$ cat src/logic/adcsq_pkg.sv
/*
 adcsq_pkg: constants, register offsets and field positions of the
 sequential conversion request source.
 assumes: one 125 MHz clock, plain register port with 16-bit data.
*/
// What this block does
// - slot 2 source queues up to four requests
// - slot 0 source holds exactly one request
// - fifo queue plus separate backup stage
// - slot 2 three middle stages, slot 0 none
// - queue input only fills stages, flush only
// - refill entry re-enters queue on start
// - all-refill sequence repeats forever
// - head stage gives the requested channel
// - per-entry bit: wait trigger or immediate
// - per-entry bit enables completion interrupt
// - start empties head, next entry advances
// - aborted request saved into backup stage
// - valid backup requested before head entry
// - request arbiter while valid entry held
// - trigger event releases head-stage request
// - event flag: trigger edge or software write
// - event clears on start or clear commands
// - writes to full queue silently dropped
// - clear-next hits backup first, else head
// - gating blocks requests, keeps queue intact
// - software trigger needs valid head or backup
package adcsq_pkg;
	// register indices on the plain port
	localparam logic [3:0] ADDR_QIN = 4'h0;
	localparam logic [3:0] ADDR_QCTL = 4'h1;
	localparam logic [3:0] ADDR_HEAD = 4'h2;
	localparam logic [3:0] ADDR_BACKUP = 4'h3;
	localparam logic [3:0] ADDR_STAT = 4'h4;
	// entry layout, shared by input, head and backup
	localparam int CHAN_W = 4;
	localparam int ENTRY_W = 7;
	localparam int F_REFILL = 4;
	localparam int F_TRIG = 5;
	localparam int F_IRQEN = 6;
	localparam int F_VALID = 8;
	// control register fields
	localparam int F_GATE_LO = 0;
	localparam int F_EXTTR = 2;
	localparam int F_CLEAR_NEXT = 8;
	localparam int F_SW_TRIGGER = 9;
	localparam int F_FLUSH = 10;
	localparam int F_CLEAR_EVENT = 11;
	// status register fields
	localparam int F_EMPTY = 0;
	localparam int F_FULL = 1;
	localparam int F_EVENT = 2;
	localparam int F_GATE_LVL = 3;
	localparam int F_BUSY = 4;
	// gate mode codes
	localparam logic [1:0] GATE_OFF = 2'h0;
	localparam logic [1:0] GATE_ON = 2'h1;
	localparam logic [1:0] GATE_HIGH = 2'h2;
	localparam logic [1:0] GATE_LOW = 2'h3;
	localparam logic [15:0] RST_CTL = 16'h0000;
	// handling states
	typedef enum logic [1:0] {ADCSQ_IDLE, ADCSQ_CONV} adcsq_state_e;
endpackage

$ cat src/logic/adcsq_sync.sv
/*
 adcsq_sync: two flip-flop synchroniser for pin levels.
 assumes: input is asynchronous to CLK.
*/
`timescale 1ns/100ps
module adcsq_sync (
	// clock and reset
	input wire logic CLK,
	input wire logic RESET_N,
	// level in and out
	input wire logic D,
	output logic Q
);
	logic meta; // first stage, read only by q
	// two stages, only the second looks at the first
	always_ff @(posedge CLK or negedge RESET_N) begin
		if (!RESET_N) begin
			meta <= 1'b0;
			Q <= 1'b0;
		end else begin
			meta <= D;
			Q <= meta;
		end
	end
endmodule // adcsq_sync

$ cat src/logic/adcsq_queue.sv
/*
 adcsq_queue: the fifo of request entries, head at index 0.
 assumes: push and pop are one-cycle pulses from the same clock.
*/
`timescale 1ns/100ps
module adcsq_queue #(
	parameter int DEPTH = 4,
	parameter int W = 7
) (
	// clock and reset
	input wire logic CLK,
	input wire logic RESET_N,
	// control
	input wire logic push,
	input wire logic [W-1:0] push_data,
	input wire logic pop,
	input wire logic flush,
	input wire logic clr_head,
	// status
	output logic [W-1:0] head,
	output logic head_valid,
	output logic full
);
	logic [W-1:0] stage [DEPTH]; // stage 0 is the head
	logic [DEPTH-1:0] valid; // valid bits, packed toward head
	logic drop; // head leaves this cycle
	logic [DEPTH-1:0] shifted; // valid after drop
	logic [DEPTH-1:0] next_valid;
	logic [DEPTH:0] below_full; // stage below holds an entry, head has none below
	logic [DEPTH-1:0] take; // one-hot stage that takes the pushed entry
	assign drop = (pop | clr_head) & valid[0];
	assign shifted = drop ? (valid >> 1) : valid;
	assign head = stage[0];
	assign head_valid = valid[0];
	assign full = &valid;
	// first empty slot after the shift takes the pushed entry
	assign below_full = {shifted, 1'b1};
	assign take = push ? (~shifted & below_full[DEPTH-1:0]) : '0;
	// flush wins over a push in the same cycle
	assign next_valid = flush ? '0 : (shifted | take);
	// valid bits
	always_ff @(posedge CLK or negedge RESET_N) begin
		if (!RESET_N) begin
			valid <= '0;
		end else begin
			valid <= next_valid;
		end
	end
	// data shift, no reset needed on payload
	always_ff @(posedge CLK) begin
		for (int i = 0; i < DEPTH; i++) begin
			if (take[i]) begin
				stage[i] <= push_data;
			end else if (drop && i < DEPTH - 1) begin
				// modulo keeps the index in range when the loop unrolls
				stage[i] <= stage[(i + 1) % DEPTH];
			end
		end
	end
endmodule // adcsq_queue

$ cat src/logic/adcsq_source.sv
/*
 adcsq_source: sequential conversion request source, one queue with
 backup stage, trigger and gate handling, and register port.
 assumes: arbiter pulses start, abort and done for our request only;
 trigger and gate pins are asynchronous and synchronised here.
*/
// The placing of the registers and the plain strobed port were left to the implementer.
`timescale 1ns/100ps
module adcsq_source
	import adcsq_pkg::*;
#(
	parameter int DEPTH = 4 // 4 for slot 2, 1 for slot 0
) (
	// clock and reset
	input wire logic CLK,
	input wire logic RESET_N,
	// register port
	input wire logic [3:0] ADDR,
	input wire logic [15:0] WDATA,
	input wire logic WR,
	input wire logic RD,
	output logic [15:0] RDATA,
	// external pins
	input wire logic SELECTED_TRIGGER_INPUT,
	input wire logic SELECTED_GATE_INPUT,
	// arbiter side
	output logic REQ,
	output logic [adcsq_pkg::CHAN_W-1:0] REQ_CHAN,
	input wire logic CONV_START,
	input wire logic CONV_ABORT,
	input wire logic CONV_DONE,
	output logic SOURCE_EVENT
);
	import adcsq_pkg::*;

	// synchronised pins
	logic trig_s; // trigger level after two stages
	logic gate_s; // gate level after two stages
	logic trig_d; // previous trigger level for edge

	// control and state
	logic [1:0] gate_mode_select; // gating mode
	logic external_trigger_enable; // hardware edges count
	logic trigger_event_flag; // sticky trigger seen
	logic [ENTRY_W-1:0] backup; // aborted entry
	logic backup_valid; // backup holds a request
	logic [ENTRY_W-1:0] active; // entry in conversion
	logic active_from_backup; // conversion restarted from backup
	adcsq_state_e state; // idle or converting

	// decoded writes
	wire wr_qin = WR && ADDR == ADDR_QIN;
	wire wr_ctl = WR && ADDR == ADDR_QCTL;
	wire clear_next_entry_command = wr_ctl && WDATA[F_CLEAR_NEXT];
	wire software_trigger = wr_ctl && WDATA[F_SW_TRIGGER];
	wire cmd_flush = wr_ctl && WDATA[F_FLUSH];
	wire clear_event_command = wr_ctl && WDATA[F_CLEAR_EVENT];

	// queue view
	logic [ENTRY_W-1:0] head; // head stage entry
	logic head_valid; // head holds an entry
	logic full; // all stages valid

	// next request candidate: backup goes first
	wire [ENTRY_W-1:0] cand = backup_valid ? backup : head;
	wire cand_valid = backup_valid | head_valid;

	// gate decode, queue untouched either way
	wire gate_open = gate_mode_select == GATE_ON
		|| (gate_mode_select == GATE_HIGH && gate_s)
		|| (gate_mode_select == GATE_LOW && !gate_s);

	// trigger edge and software trigger
	wire hw_edge = external_trigger_enable && trig_s && !trig_d;
	wire sw_trig = software_trigger && cand_valid;

	// request wanted: immediate entries or waiting with event seen
	wire released = !cand[F_TRIG] || trigger_event_flag;
	wire req_now = state == ADCSQ_IDLE && cand_valid && gate_open && released;

	// start takes head only when backup did not win
	wire start = CONV_START && req_now;
	wire pop_head = start && !backup_valid;
	// refill: started head entry goes back to the input
	wire refill = pop_head && head[F_REFILL];
	// software writes dropped when full
	wire push = refill || (wr_qin && !full);
	wire [ENTRY_W-1:0] push_data = refill ? head : WDATA[ENTRY_W-1:0];
	// clear-next: backup first, head otherwise
	wire clr_head = clear_next_entry_command && !backup_valid;

	assign REQ = req_now;
	assign REQ_CHAN = cand[CHAN_W-1:0];

	// pin synchronisers
	adcsq_sync u_sync_trig (
		.CLK(CLK),
		.RESET_N(RESET_N),
		.D(SELECTED_TRIGGER_INPUT),
		.Q(trig_s)
	);
	adcsq_sync u_sync_gate (
		.CLK(CLK),
		.RESET_N(RESET_N),
		.D(SELECTED_GATE_INPUT),
		.Q(gate_s)
	);

	// queue: depth 4 for slot 2, depth 1 for slot 0
	adcsq_queue #(
		.DEPTH(DEPTH),
		.W(ENTRY_W)
	) u_queue (
		.CLK(CLK),
		.RESET_N(RESET_N),
		.push(push),
		.push_data(push_data),
		.pop(pop_head),
		.flush(cmd_flush),
		.clr_head(clr_head),
		.head(head),
		.head_valid(head_valid),
		.full(full)
	);

	// control register, commands are write-only pulses
	always_ff @(posedge CLK or negedge RESET_N) begin
		if (!RESET_N) begin
			gate_mode_select <= RST_CTL[F_GATE_LO +: 2];
			external_trigger_enable <= RST_CTL[F_EXTTR];
		end else if (wr_ctl) begin
			gate_mode_select <= WDATA[F_GATE_LO +: 2];
			external_trigger_enable <= WDATA[F_EXTTR];
		end
	end

	// trigger edge memory
	always_ff @(posedge CLK or negedge RESET_N) begin
		if (!RESET_N) begin
			trig_d <= 1'b0;
		end else begin
			trig_d <= trig_s;
		end
	end

	// event flag: set wins over every clear
	always_ff @(posedge CLK or negedge RESET_N) begin
		if (!RESET_N) begin
			trigger_event_flag <= 1'b0;
		end else if (hw_edge || sw_trig) begin
			trigger_event_flag <= 1'b1;
		end else if (start || clear_event_command || cmd_flush
			|| clear_next_entry_command) begin
			trigger_event_flag <= 1'b0;
		end
	end

	// backup stage: abort saves, restart or clear empties it
	always_ff @(posedge CLK or negedge RESET_N) begin
		if (!RESET_N) begin
			backup_valid <= 1'b0;
			backup <= '0;
		end else if (state == ADCSQ_CONV && CONV_ABORT) begin
			backup_valid <= 1'b1;
			backup <= active;
		end else if ((start && backup_valid) || clear_next_entry_command || cmd_flush) begin
			backup_valid <= 1'b0;
		end
	end

	// conversion tracking; abort or done ends it
	always_ff @(posedge CLK or negedge RESET_N) begin
		if (!RESET_N) begin
			state <= ADCSQ_IDLE;
			active <= '0;
			active_from_backup <= 1'b0;
		end else begin
			case (state)
				ADCSQ_IDLE: begin
					if (start) begin
						state <= ADCSQ_CONV;
						active <= cand;
						active_from_backup <= backup_valid;
					end
				end
				ADCSQ_CONV: begin
					if (CONV_ABORT || CONV_DONE) begin
						state <= ADCSQ_IDLE;
					end
				end
				default: begin
					state <= ADCSQ_IDLE;
				end
			endcase
		end
	end

	// completion event gated by the entry's own enable
	always_ff @(posedge CLK or negedge RESET_N) begin
		if (!RESET_N) begin
			SOURCE_EVENT <= 1'b0;
		end else begin
			SOURCE_EVENT <= state == ADCSQ_CONV && CONV_DONE && !CONV_ABORT
				&& active[F_IRQEN];
		end
	end

	// read mux; unmapped reads return zero
	logic [15:0] next_rdata;
	always_comb begin
		next_rdata = 16'h0000;
		case (ADDR)
			ADDR_QCTL: begin
				next_rdata[F_GATE_LO +: 2] = gate_mode_select;
				next_rdata[F_EXTTR] = external_trigger_enable;
			end
			ADDR_HEAD: begin
				next_rdata[ENTRY_W-1:0] = head;
				next_rdata[F_VALID] = head_valid;
			end
			ADDR_BACKUP: begin
				next_rdata[ENTRY_W-1:0] = backup;
				next_rdata[F_VALID] = backup_valid;
			end
			ADDR_STAT: begin
				next_rdata[F_EMPTY] = !head_valid;
				next_rdata[F_FULL] = full;
				next_rdata[F_EVENT] = trigger_event_flag;
				next_rdata[F_GATE_LVL] = gate_s;
				next_rdata[F_BUSY] = state == ADCSQ_CONV;
			end
			default: begin
				next_rdata = 16'h0000;
			end
		endcase
	end

	// read data stand one cycle after the strobe
	always_ff @(posedge CLK or negedge RESET_N) begin
		if (!RESET_N) begin
			RDATA <= 16'h0000;
		end else if (RD) begin
			RDATA <= next_rdata;
		end else begin
			RDATA <= 16'h0000;
		end
	end
endmodule // adcsq_source

$ cat config.mk
export PLATFORM = sky130hd
export DESIGN_NAME = adcsq_source
export DESIGN_NICKNAME = d
export VERILOG_FILES = /design/src/logic/adcsq_pkg.sv /design/src/logic/adcsq_sync.sv /design/src/logic/adcsq_queue.sv /design/src/logic/adcsq_source.sv
export SDC_FILE = /design/constraint.sdc
export NUM_CORES = 1
export LEC_CHECK = 0
export BUFFER_PORTS_ARGS = -buffer_cell sky130_fd_sc_hd__clkbuf_2
export CAP_MARGIN = 20
export CORE_MARGIN = 2
export CORE_UTILIZATION = 49
export CTS_CLUSTER_DIAMETER = 40
export CTS_CLUSTER_SIZE = 10
export DETAILED_ROUTE_END_ITERATION = 8
export PLACE_DENSITY = 0.71
export SYNTH_ARGS = -nofsm -noshare
export SYNTH_HDL_FRONTEND = slang
export SYNTH_HIERARCHICAL = 1
export SYNTH_SLANG_ARGS = --single-unit
$ cat constraint.sdc
create_clock -name CLK -period 7.2 [get_ports CLK]
set_clock_uncertainty 0.15 [all_clocks]
set_input_delay 1.08 -clock CLK [delete_from_list [all_inputs] [get_ports CLK]]
set_output_delay 1.08 -clock CLK [all_outputs]
set_load 0.03 [all_outputs]
Yosys cells after proc, flatten, opt, wreduce, memory -nomap -nowiden
Memory sizes are Yosys's and may differ from the RTL's.
Index checks and enable logic that the tools add are counted.
W data, S select, Z words.

word-level totals
  memory bits (writable) = 28
  memories kept = 1
  output and inout bits = 22
  register bits = 47

memory list
  name           words  bits a word  rd ports  clocked after Yosys merged registers in  wr ports  line               text
  u_queue.stage  4      7            4         0                                        4         adcsq_queue.sv:24  logic [W-1:0] stage [DEPTH];

operators by class
  bitwise operators = 9
  eq/ne operators = 10
  multiplexer cells = 35
  reductions and logical operators = 49

operator list
  kind                  number
  $mux W7               5
  $logic_and A1 B1 Y1   24
  $mux W1               19
  $mux W4               3
  $pmux W3 S4           1
  $logic_or A1 B1 Y1    11
  $mux W9               1
  $eq A4 B2 Y1 const B  2
  $pmux W2 S2           2
  $logic_not A1 Y1      7
  $pmux W2 S3           1
  $or A1 B1 Y1          5
  $and A4 B4 Y4         1
  $eq A2 B1 Y1 const B  2
  $eq A2 B2 Y1 const B  2
  $eq A4 B1 Y1 const B  1
  $eq A4 B3 Y1 const B  1
  $logic_not A4 Y1      1
  $mux W2               2
  $not A4 Y4            1
  $or A4 B4 Y4          1
  $reduce_and A2 Y1     2
  $reduce_and A4 Y1     1
  $reduce_bool A2 Y1    2
  5 further kinds       5

Logic depth before layout (Yosys ltp)
Gate-level depths: netlist (run 1).

  depth after elaboration = 17
  depth in mapped cells = 9
  gate-level depth less buffers = 7

Hierarchy
The synthesis (run 1) kept the hierarchy.

modules (own cells, without submodules)
  module        sequential area each (um2)  times used  cells each  area an instance (um2)
  adcsq_source  750.7                       1           143         1645.3
  adcsq_queue   940.9                       1           86          1427.6
  adcsq_sync    50.0                        2           2           50.0

Worst setup path before layout (run 1)
Ideal clock, no wire load.

  kind = input -> register
  start point = input ADDR[1]
  end point = memory u_queue.stage[1][0], enable pin
  stages on the path = 5
  data arrival time = 2.739 ns
  slack = 3.929 ns
  buffers on the path = 1
  data required time = 6.668 ns
  path through = clkbuf_1 -> nand4b_1 -> nor3b_1 -> nor2_1 -> a21boi_0

RTL lines
  item         line                text
  from (decl)  adcsq_source.sv:18  input wire logic [3:0] ADDR,
  to (decl)    adcsq_queue.sv:24

==> results.yml, run 1 <==
global_route:
  antenna_found_initial: 0
  globalRouteOverflowTotal: 0
  grt_pass1_vias: 1859
  grt_pass1_wl_mm: 9.16
  grt_use_total_pct: 16.7
  grt_max_degree: 39
finish:
  drive_above_1_share_pct: 41.1
  multi_input_comb_area_sq_um: 1250
  finalNetCount: 299
  n_antenna_cell: 0
  final-seq-area_sq_um: 1790
  syn_to_final_growth_pct: 12.2
  fillCellCount: 538
timing:
  setup_violations: 0
  slew_headroom_pct: 32.5
  fin_ws_ns: 3.66
  slew_violations: 0
  worst_slew_pin_slew_ns: 1.00
  rsz0062_at_grt: "false"
  min_period_ns: 3.54
  max_freq_mhz: 282
  finalCritPeriodShare_pct: 49.2
  hold_viol: 0
  finalSetupTns_ns: 0
power:
  p_sw_share_pct: 30.5
  peakVddDrop_mv: 0.158
  internal_power_uw: 816
  p_clk_share_pct: 27.7
  p_per_area_nw_per_um2: 330
  comb_power_share_pct: 25.3
  seqPwrFrac_pct: 46.9
  p_leak_nw: 1.47
  power_mw: 1.17
  p_switching_uw: 358
setup_path:
  r2r-start: "backup_valid$_DFFE_PN0P_"
  regToRegEndpoint: "u_queue/stage[2][2]$_DFFE_PP_"
  startpoint: "ADDR[2]"
  ff2ff_setup_slack_ns: 3.98
  critical_path_class: "input pin to flip-flop"
  cp-start-kind: "input pin"
  critPathCapture: "u_queue/stage[1][1]$_DFFE_PP_"
  cp.required_ns: 7.01
  r2r_cells: 5
  cp_max_fo: 8
  worstPathArrival_ns: 3.35
  crit_path_end_kind: "flip-flop"
job:
  cap_violations: 0
floorplanning:
  io_pins: 51
  core_sq_um: 6310
  fp-row-count: 29
  die_w_microns: 84.5
  start_util_pct: 50.3
  die_h_microns: 84.5
  dieArea_sq_um: 7140
clock_network:
  cts_buffer_depth: 2
  path_clk_slew_ns: 0.06
  clock-root-buffer: "clkbuf_8"
  cts_tree: "done"
  cts_sinks: 66
  hold_buffers: 0
  cts_resized: 0
  clk_latency_ns: 0.34
  cts_made_buffers: 9
  post-cts-setup-buffers: 0
  htree_num_levels: 3
logic_synthesis:
  synthArstFlopShare_pct: 57.6
  synth_top_area_share_pct: 30.0
  ys.warnings.count: 6
  synth_seq_cells: 66
  syn_area_per_cell_sq_um: 13.6
  syn_inst: 233
  seq_area_frac_synth_pct: 56.5
  synth.largest_area_cell: "dfrtp_1"
  ys_types: 45
  synth_edf_count: 28
  synth_area_leaders: "dfrtp_1 30%, edfxtp_1 26%, mux2_2 16%"
  synth_flop_cell: "dfrtp_1"
  synthesis.area_sq_um: 3170
drt:
  wl_per_cell_microns: 16.1
  vias_per_cell: 5.45
  num_vias: 1917
  wirelength_mm: 5.66
  drtIter0Drc: 51
  drt_pre_antenna_iters: 4
  antenna_left: 0
  drc: 0
outcome:
  status: "finished clean"
place:
  port_buffers: 37
  post-place-ws_ns: 3.35
  gp_congestion: 0.781
  post-dp-hpwl_mm: 4.18
hold_path:
  hold_path_class: "flip-flop to flip-flop"
  worstHoldStart: "u_sync_trig/meta$_DFF_PN0_"
## cells in the mapped netlist, types with 2 or more instances
| library cell | count |
|---|---|
| nor4_1 | 2 |
| a21oi_1 | 3 |
| mux2_2 | 44 |
| nor3_1 | 4 |
| nand2_1 | 9 |
| dfrtp_1 | 38 |
| o32a_1 | 3 |
| clkbuf_1 | 2 |
| o22ai_1 | 2 |
| or2_2 | 2 |
| buf_4 | 15 |
| o21ai_0 | 8 |
| edfxtp_1 | 28 |
| inv_1 | 6 |
| nand3b_1 | 3 |
| nand3_1 | 4 |
| nand2b_1 | 2 |
| nor3b_1 | 2 |
| nor2b_1 | 4 |
| nor2_1 | 12 |
| mux2i_1 | 8 |
| mux2_4 | 7 |
| a22oi_1 | 3 |
## per-stage QoR
stage | hold slack, ns | cell area [sq um] | util, % | instances
after floorplan | 0.181 | 3200 | - | 240
after global placement | 0.183 | 3350 | 53.1 | 336
after detailed placement | 0.189 | 3350 | 53.1 | 336
after CTS | 0.206 | 3560 | 56.4 | 352
after global routing | 0.219 | 3560 | 56.4 | 352
final | 0.202 | 3560 | 56.4 | 352
## how the worst min path moves through the flow
stage	to	cells past startpoint
after floorplan	u_sync_gate/Q$_DFF_PN0_	0
final	u_sync_trig/Q$_DFF_PN0_	0
after global placement	u_sync_gate/Q$_DFF_PN0_	0
after CTS	u_sync_trig/Q$_DFF_PN0_	0
after global routing	u_sync_gate/Q$_DFF_PN0_	0
after detailed placement	u_sync_gate/Q$_DFF_PN0_	0
## logic make-up (layout without fill, tap and decap cells)
| kind of cell | Yosys count | after routing | synth area share (%) |
|---|---|---|---|
| multiplexers | 59 | 59 | 21.5 |
| flip-flops | 66 | 66 | 56.5 |
| AO/OA/AOI/OAI | 30 | 30 | 6.98 |
| other | 1 | 8 | 0.118 |
| XOR/XNOR | 2 | 2 | 0.552 |
| AND/OR/NAND/NOR | 50 | 50 | 9.42 |
| buffers and inverters | 25 | 60 | 5.01 |
## power by group through the flow
| stage | combinational [mW] | clock [mW] | sequential, mW |
|---|---|---|---|
| floorplan | 0.270 | 0 | 0.527 |
| global placement | 0.290 | 0 | 0.553 |
| detailed placement | 0.299 | 0 | 0.558 |
| CTS | 0.300 | 0.333 | 0.550 |
| global route | 0.323 | 0.353 | 0.563 |
| finish | 0.297 | 0.326 | 0.551 |
## worst max-delay path: stages
cell and delay, ns:
clkbuf_2 0.12, nor2_1 0.25, nand4b_1 0.35, nor3b_1 0.57, nor2_1 0.16, a21boi_0 0.81
## per-layer routing
metal,GRT usage [%],vias up,routed length [microns]
met5,0,-,0
li1,-,912,-
met1,20.7,955,2470
met3,3.93,8,217
met2,28.0,42,2890
met4,7.36,0,85
## layout make-up
type                    instances  area share (%)
well taps                      77            2.71
inverters                       6           0.633
clock buffers                   9            3.48
clock inverters                 7            2.36
repair buffers                 38            5.41
flip-flops and latches         66            50.3
multi-input cells             149            35.1
## layout by cell type, fill, tap and decap left out, types with 3 or more instances in the layout
cell type  Yosys  routed
mux2_2        44      44
dfrtp_1       38      38
clkbuf_2       0      37
edfxtp_1      28      28
nor2_1        12      12
nand2_1        9       9
clkbuf_8       0       9
mux2i_1        8       8
o21ai_0        8       8
conb_1         1       8
mux2_4         7       7
inv_1          6       6
nand3_1        4       4
nor2b_1        4       4
nor3_1         4       4
a22oi_1        3       3
o32a_1         3       3
nand3b_1       3       3
clkinv_1       0       3
a21oi_1        3       3
## flip-flops by register name (all words and copies together) (netlist names)
signal / count
u_queue/stage: 28
RDATA: 8
active: 7
backup: 7
u_queue/valid: 4
gate_mode_select: 2
SOURCE_EVENT: 1
backup_valid: 1
external_trigger_enable: 1
state: 1
trig_d: 1
trigger_event_flag: 1
u_sync_gate/Q: 1
u_sync_gate/meta: 1
u_sync_trig/Q: 1
u_sync_trig/meta: 1
Power figures use the tool's default switching activity.
==> run 2, diff against run 1 <==
==> constraint.sdc (replaced) <==
create_clock -name CLK -period 3.6 [get_ports CLK]
set_clock_uncertainty 0.15 [all_clocks]
set_input_delay 0.54 -clock CLK [delete_from_list [all_inputs] [get_ports CLK]]
set_output_delay 0.54 -clock CLK [all_outputs]
set_load 0.03 [all_outputs]
==> results.yml, run 2 (synthesis results as in run 1) <==
outcome:
  status: "finished clean"
hold_path:
  worstHoldStart: "SELECTED_GATE_INPUT"
  hold_path_depth: 1
  hold_path_end: "u_sync_gate/meta$_DFF_PN0_"
  hold_path_class: "input pin to flip-flop"
finish:
  drive_above_1_share_pct: 42.8
  layout_common_cells: "44 x mux2_2, 38 x dfrtp_1, 37 x clkbuf_2, 28 x edfxtp_1, 12 x nor2_1"
  regMostFlops: "u_queue/stage"
  n_antenna_cell: 0
  final-seq-area_sq_um: 1790
  syn_to_final_growth_pct: 14.1
  final_core_util_pct: 57.4
  multi_input_comb_area_sq_um: 1250
  top_regs: "u_queue/stage: 28 flops, RDATA: 8 flops"
  fillCellCount: 524
  largest_reg_flops: 28
  finalNetCount: 307
  final_common_cell: "mux2_2"
timing:
  hold_viol: 0
  max_freq_mhz: 368
  finalCritPeriodShare_pct: 75.4
  slew_violations: 0
  finalSetupTns_ns: 0
  worst_slew_pin_slew_ns: 0.933
  setup_violations: 0
  slew_headroom_pct: 37.8
  rsz0062_at_grt: "false"
  min_period_ns: 2.72
global_route:
  grt_pass1_vias: 1876
  grt_use_total_pct: 17.1
  grt_max_degree: 39
  globalRouteOverflowTotal: 0
  grt_pass1_wl_mm: 9.26
  antenna_found_initial: 0
place:
  post-dp-hpwl_mm: 4.11
  gp_congestion: 0.794
  port_buffers: 37
clock_network:
  cts_sinks: 66
  hold_buffers: 0
  cts_tree: "done"
  clk_latency_ns: 0.34
  clock-root-buffer: "clkbuf_8"
  htree_num_levels: 3
  cts_resized: 0
  cts_buffer_depth: 2
  post-cts-setup-buffers: 0
  cts_made_buffers: 9
  path_clk_slew_ns: 0.07
drt:
  drc: 0
  wirelength_mm: 5.69
  drtIter0Drc: 92
  wl_per_cell_microns: 15.8
  num_vias: 1931
  antenna_left: 0
  drt_pre_antenna_iters: 4
  vias_per_cell: 5.36
power:
  p_switching_uw: 725
  p_clk_share_pct: 27.4
  p_per_area_nw_per_um2: 657
  peakVddDrop_mv: 0.420
  p_leak_nw: 1.52
  seqPwrFrac_pct: 45.2
  comb_power_share_pct: 27.4
  internal_power_mw: 1.65
  p_sw_share_pct: 30.5
setup_path:
  r2r_cells: 7
  startpoint: "backup_valid$_DFFE_PN0P_"
  cp.required_ns: 3.54
  crit_path_end_kind: "flip-flop"
  worstPathArrival_ns: 2.66
  ff2ff_setup_slack_ns: 0.88
  cp-start-kind: "flip-flop"
  critical_path_class: "flip-flop to flip-flop"
  regToRegEndpoint: "u_queue/stage[2][4]$_DFFE_PP_"
  r2r-start: "backup_valid$_DFFE_PN0P_"
  cp_max_fo: 9
floorplanning:
  core_sq_um: 6310
  io_pins: 51
  die_w_microns: 84.5
  start_util_pct: 50.3
  fp-row-count: 29
  die_h_microns: 84.5
  dieArea_sq_um: 7140
job:
  cap_violations: 0
run 2: cell count changes in the layout (fill, tap and decap cells not counted):
cell,previous run,this run
bufinv_16,2,1
clkinv_1,3,0
clkbuf_1,0,3
clkinvlp_4,1,0
clkbuf_16,0,1
clkbuf_8,9,10
buf_4,1,9
run 2: worst max path at each step:
stage / endpoint / slack, ns / depth (start not counted)
2_1_floorplan: u_queue/stage[1][0]$_DFFE_PP_ / 0.87 / 5
3_3_place_gp: u_queue/stage[0][6]$_DFFE_PP_ / 0.76 / 8
3_5_place_dp: u_queue/stage[0][6]$_DFFE_PP_ / 0.72 / 8
4_1_cts: u_queue/stage[2][4]$_DFFE_PP_ / 0.89 / 7
5_1_grt: u_queue/stage[2][5]$_DFFE_PP_ / 0.69 / 7
6_report: u_queue/stage[2][4]$_DFFE_PP_ / 0.88 / 7
run 2: layout make-up:
| type | count | area share, % |
|---|---|---|
| inverter | 6 | 0.622 |
| timing repair buffer | 46 | 6.98 |
| multi-input combinational | 149 | 34.5 |
| clock buffer | 14 | 4.80 |
| sequential | 66 | 49.5 |
| clock inverter | 2 | 0.968 |
| tap | 77 | 2.66 |
run 2: worst max-delay path, cell delays in order, from the launching register on:
cell,delay [ns]
dfrtp_1,0.49
a31oi_1,0.29
nor4b_4,0.24
buf_4,0.21
a31o_2,0.26
nand2_1,0.12
o21ai_2,0.34
mux2_2,0.38
run 2: through the flow:
step | power (mW) | worst slack, ns | area [sq um] | instances | hold slack, ns
final | 2.38 | 0.884 | 3620 | 360 | 0.149
after global routing | 2.50 | 0.692 | 3620 | 360 | 0.140
after CTS | 2.40 | 0.893 | 3620 | 360 | 0.134
after detailed placement | 1.74 | 0.722 | 3410 | 344 | 0.190
after global placement | 1.72 | 0.756 | 3410 | 344 | 0.183
after floorplan | 1.59 | 0.869 | 3200 | 240 | 0.0944
run 2: power by group through the flow:
| stage | Clock [mW] | Sequential [mW] | Combinational (mW) |
|---|---|---|---|
| finish | 0.652 | 1.07 | 0.653 |
| detailed placement | 0 | 1.09 | 0.654 |
| floorplan | 0 | 1.05 | 0.540 |
| CTS | 0.667 | 1.07 | 0.657 |
| global route | 0.696 | 1.10 | 0.710 |
| global placement | 0 | 1.08 | 0.636 |
run 2: per-layer routing:
layer	global-route usage, %	routed length (microns)	vias to the layer above
met2	26.1	2720	43
met1	21.6	2580	944
met4	11.1	175	0
met5	0	0	-
met3	4.62	215	15
li1	-	-	929
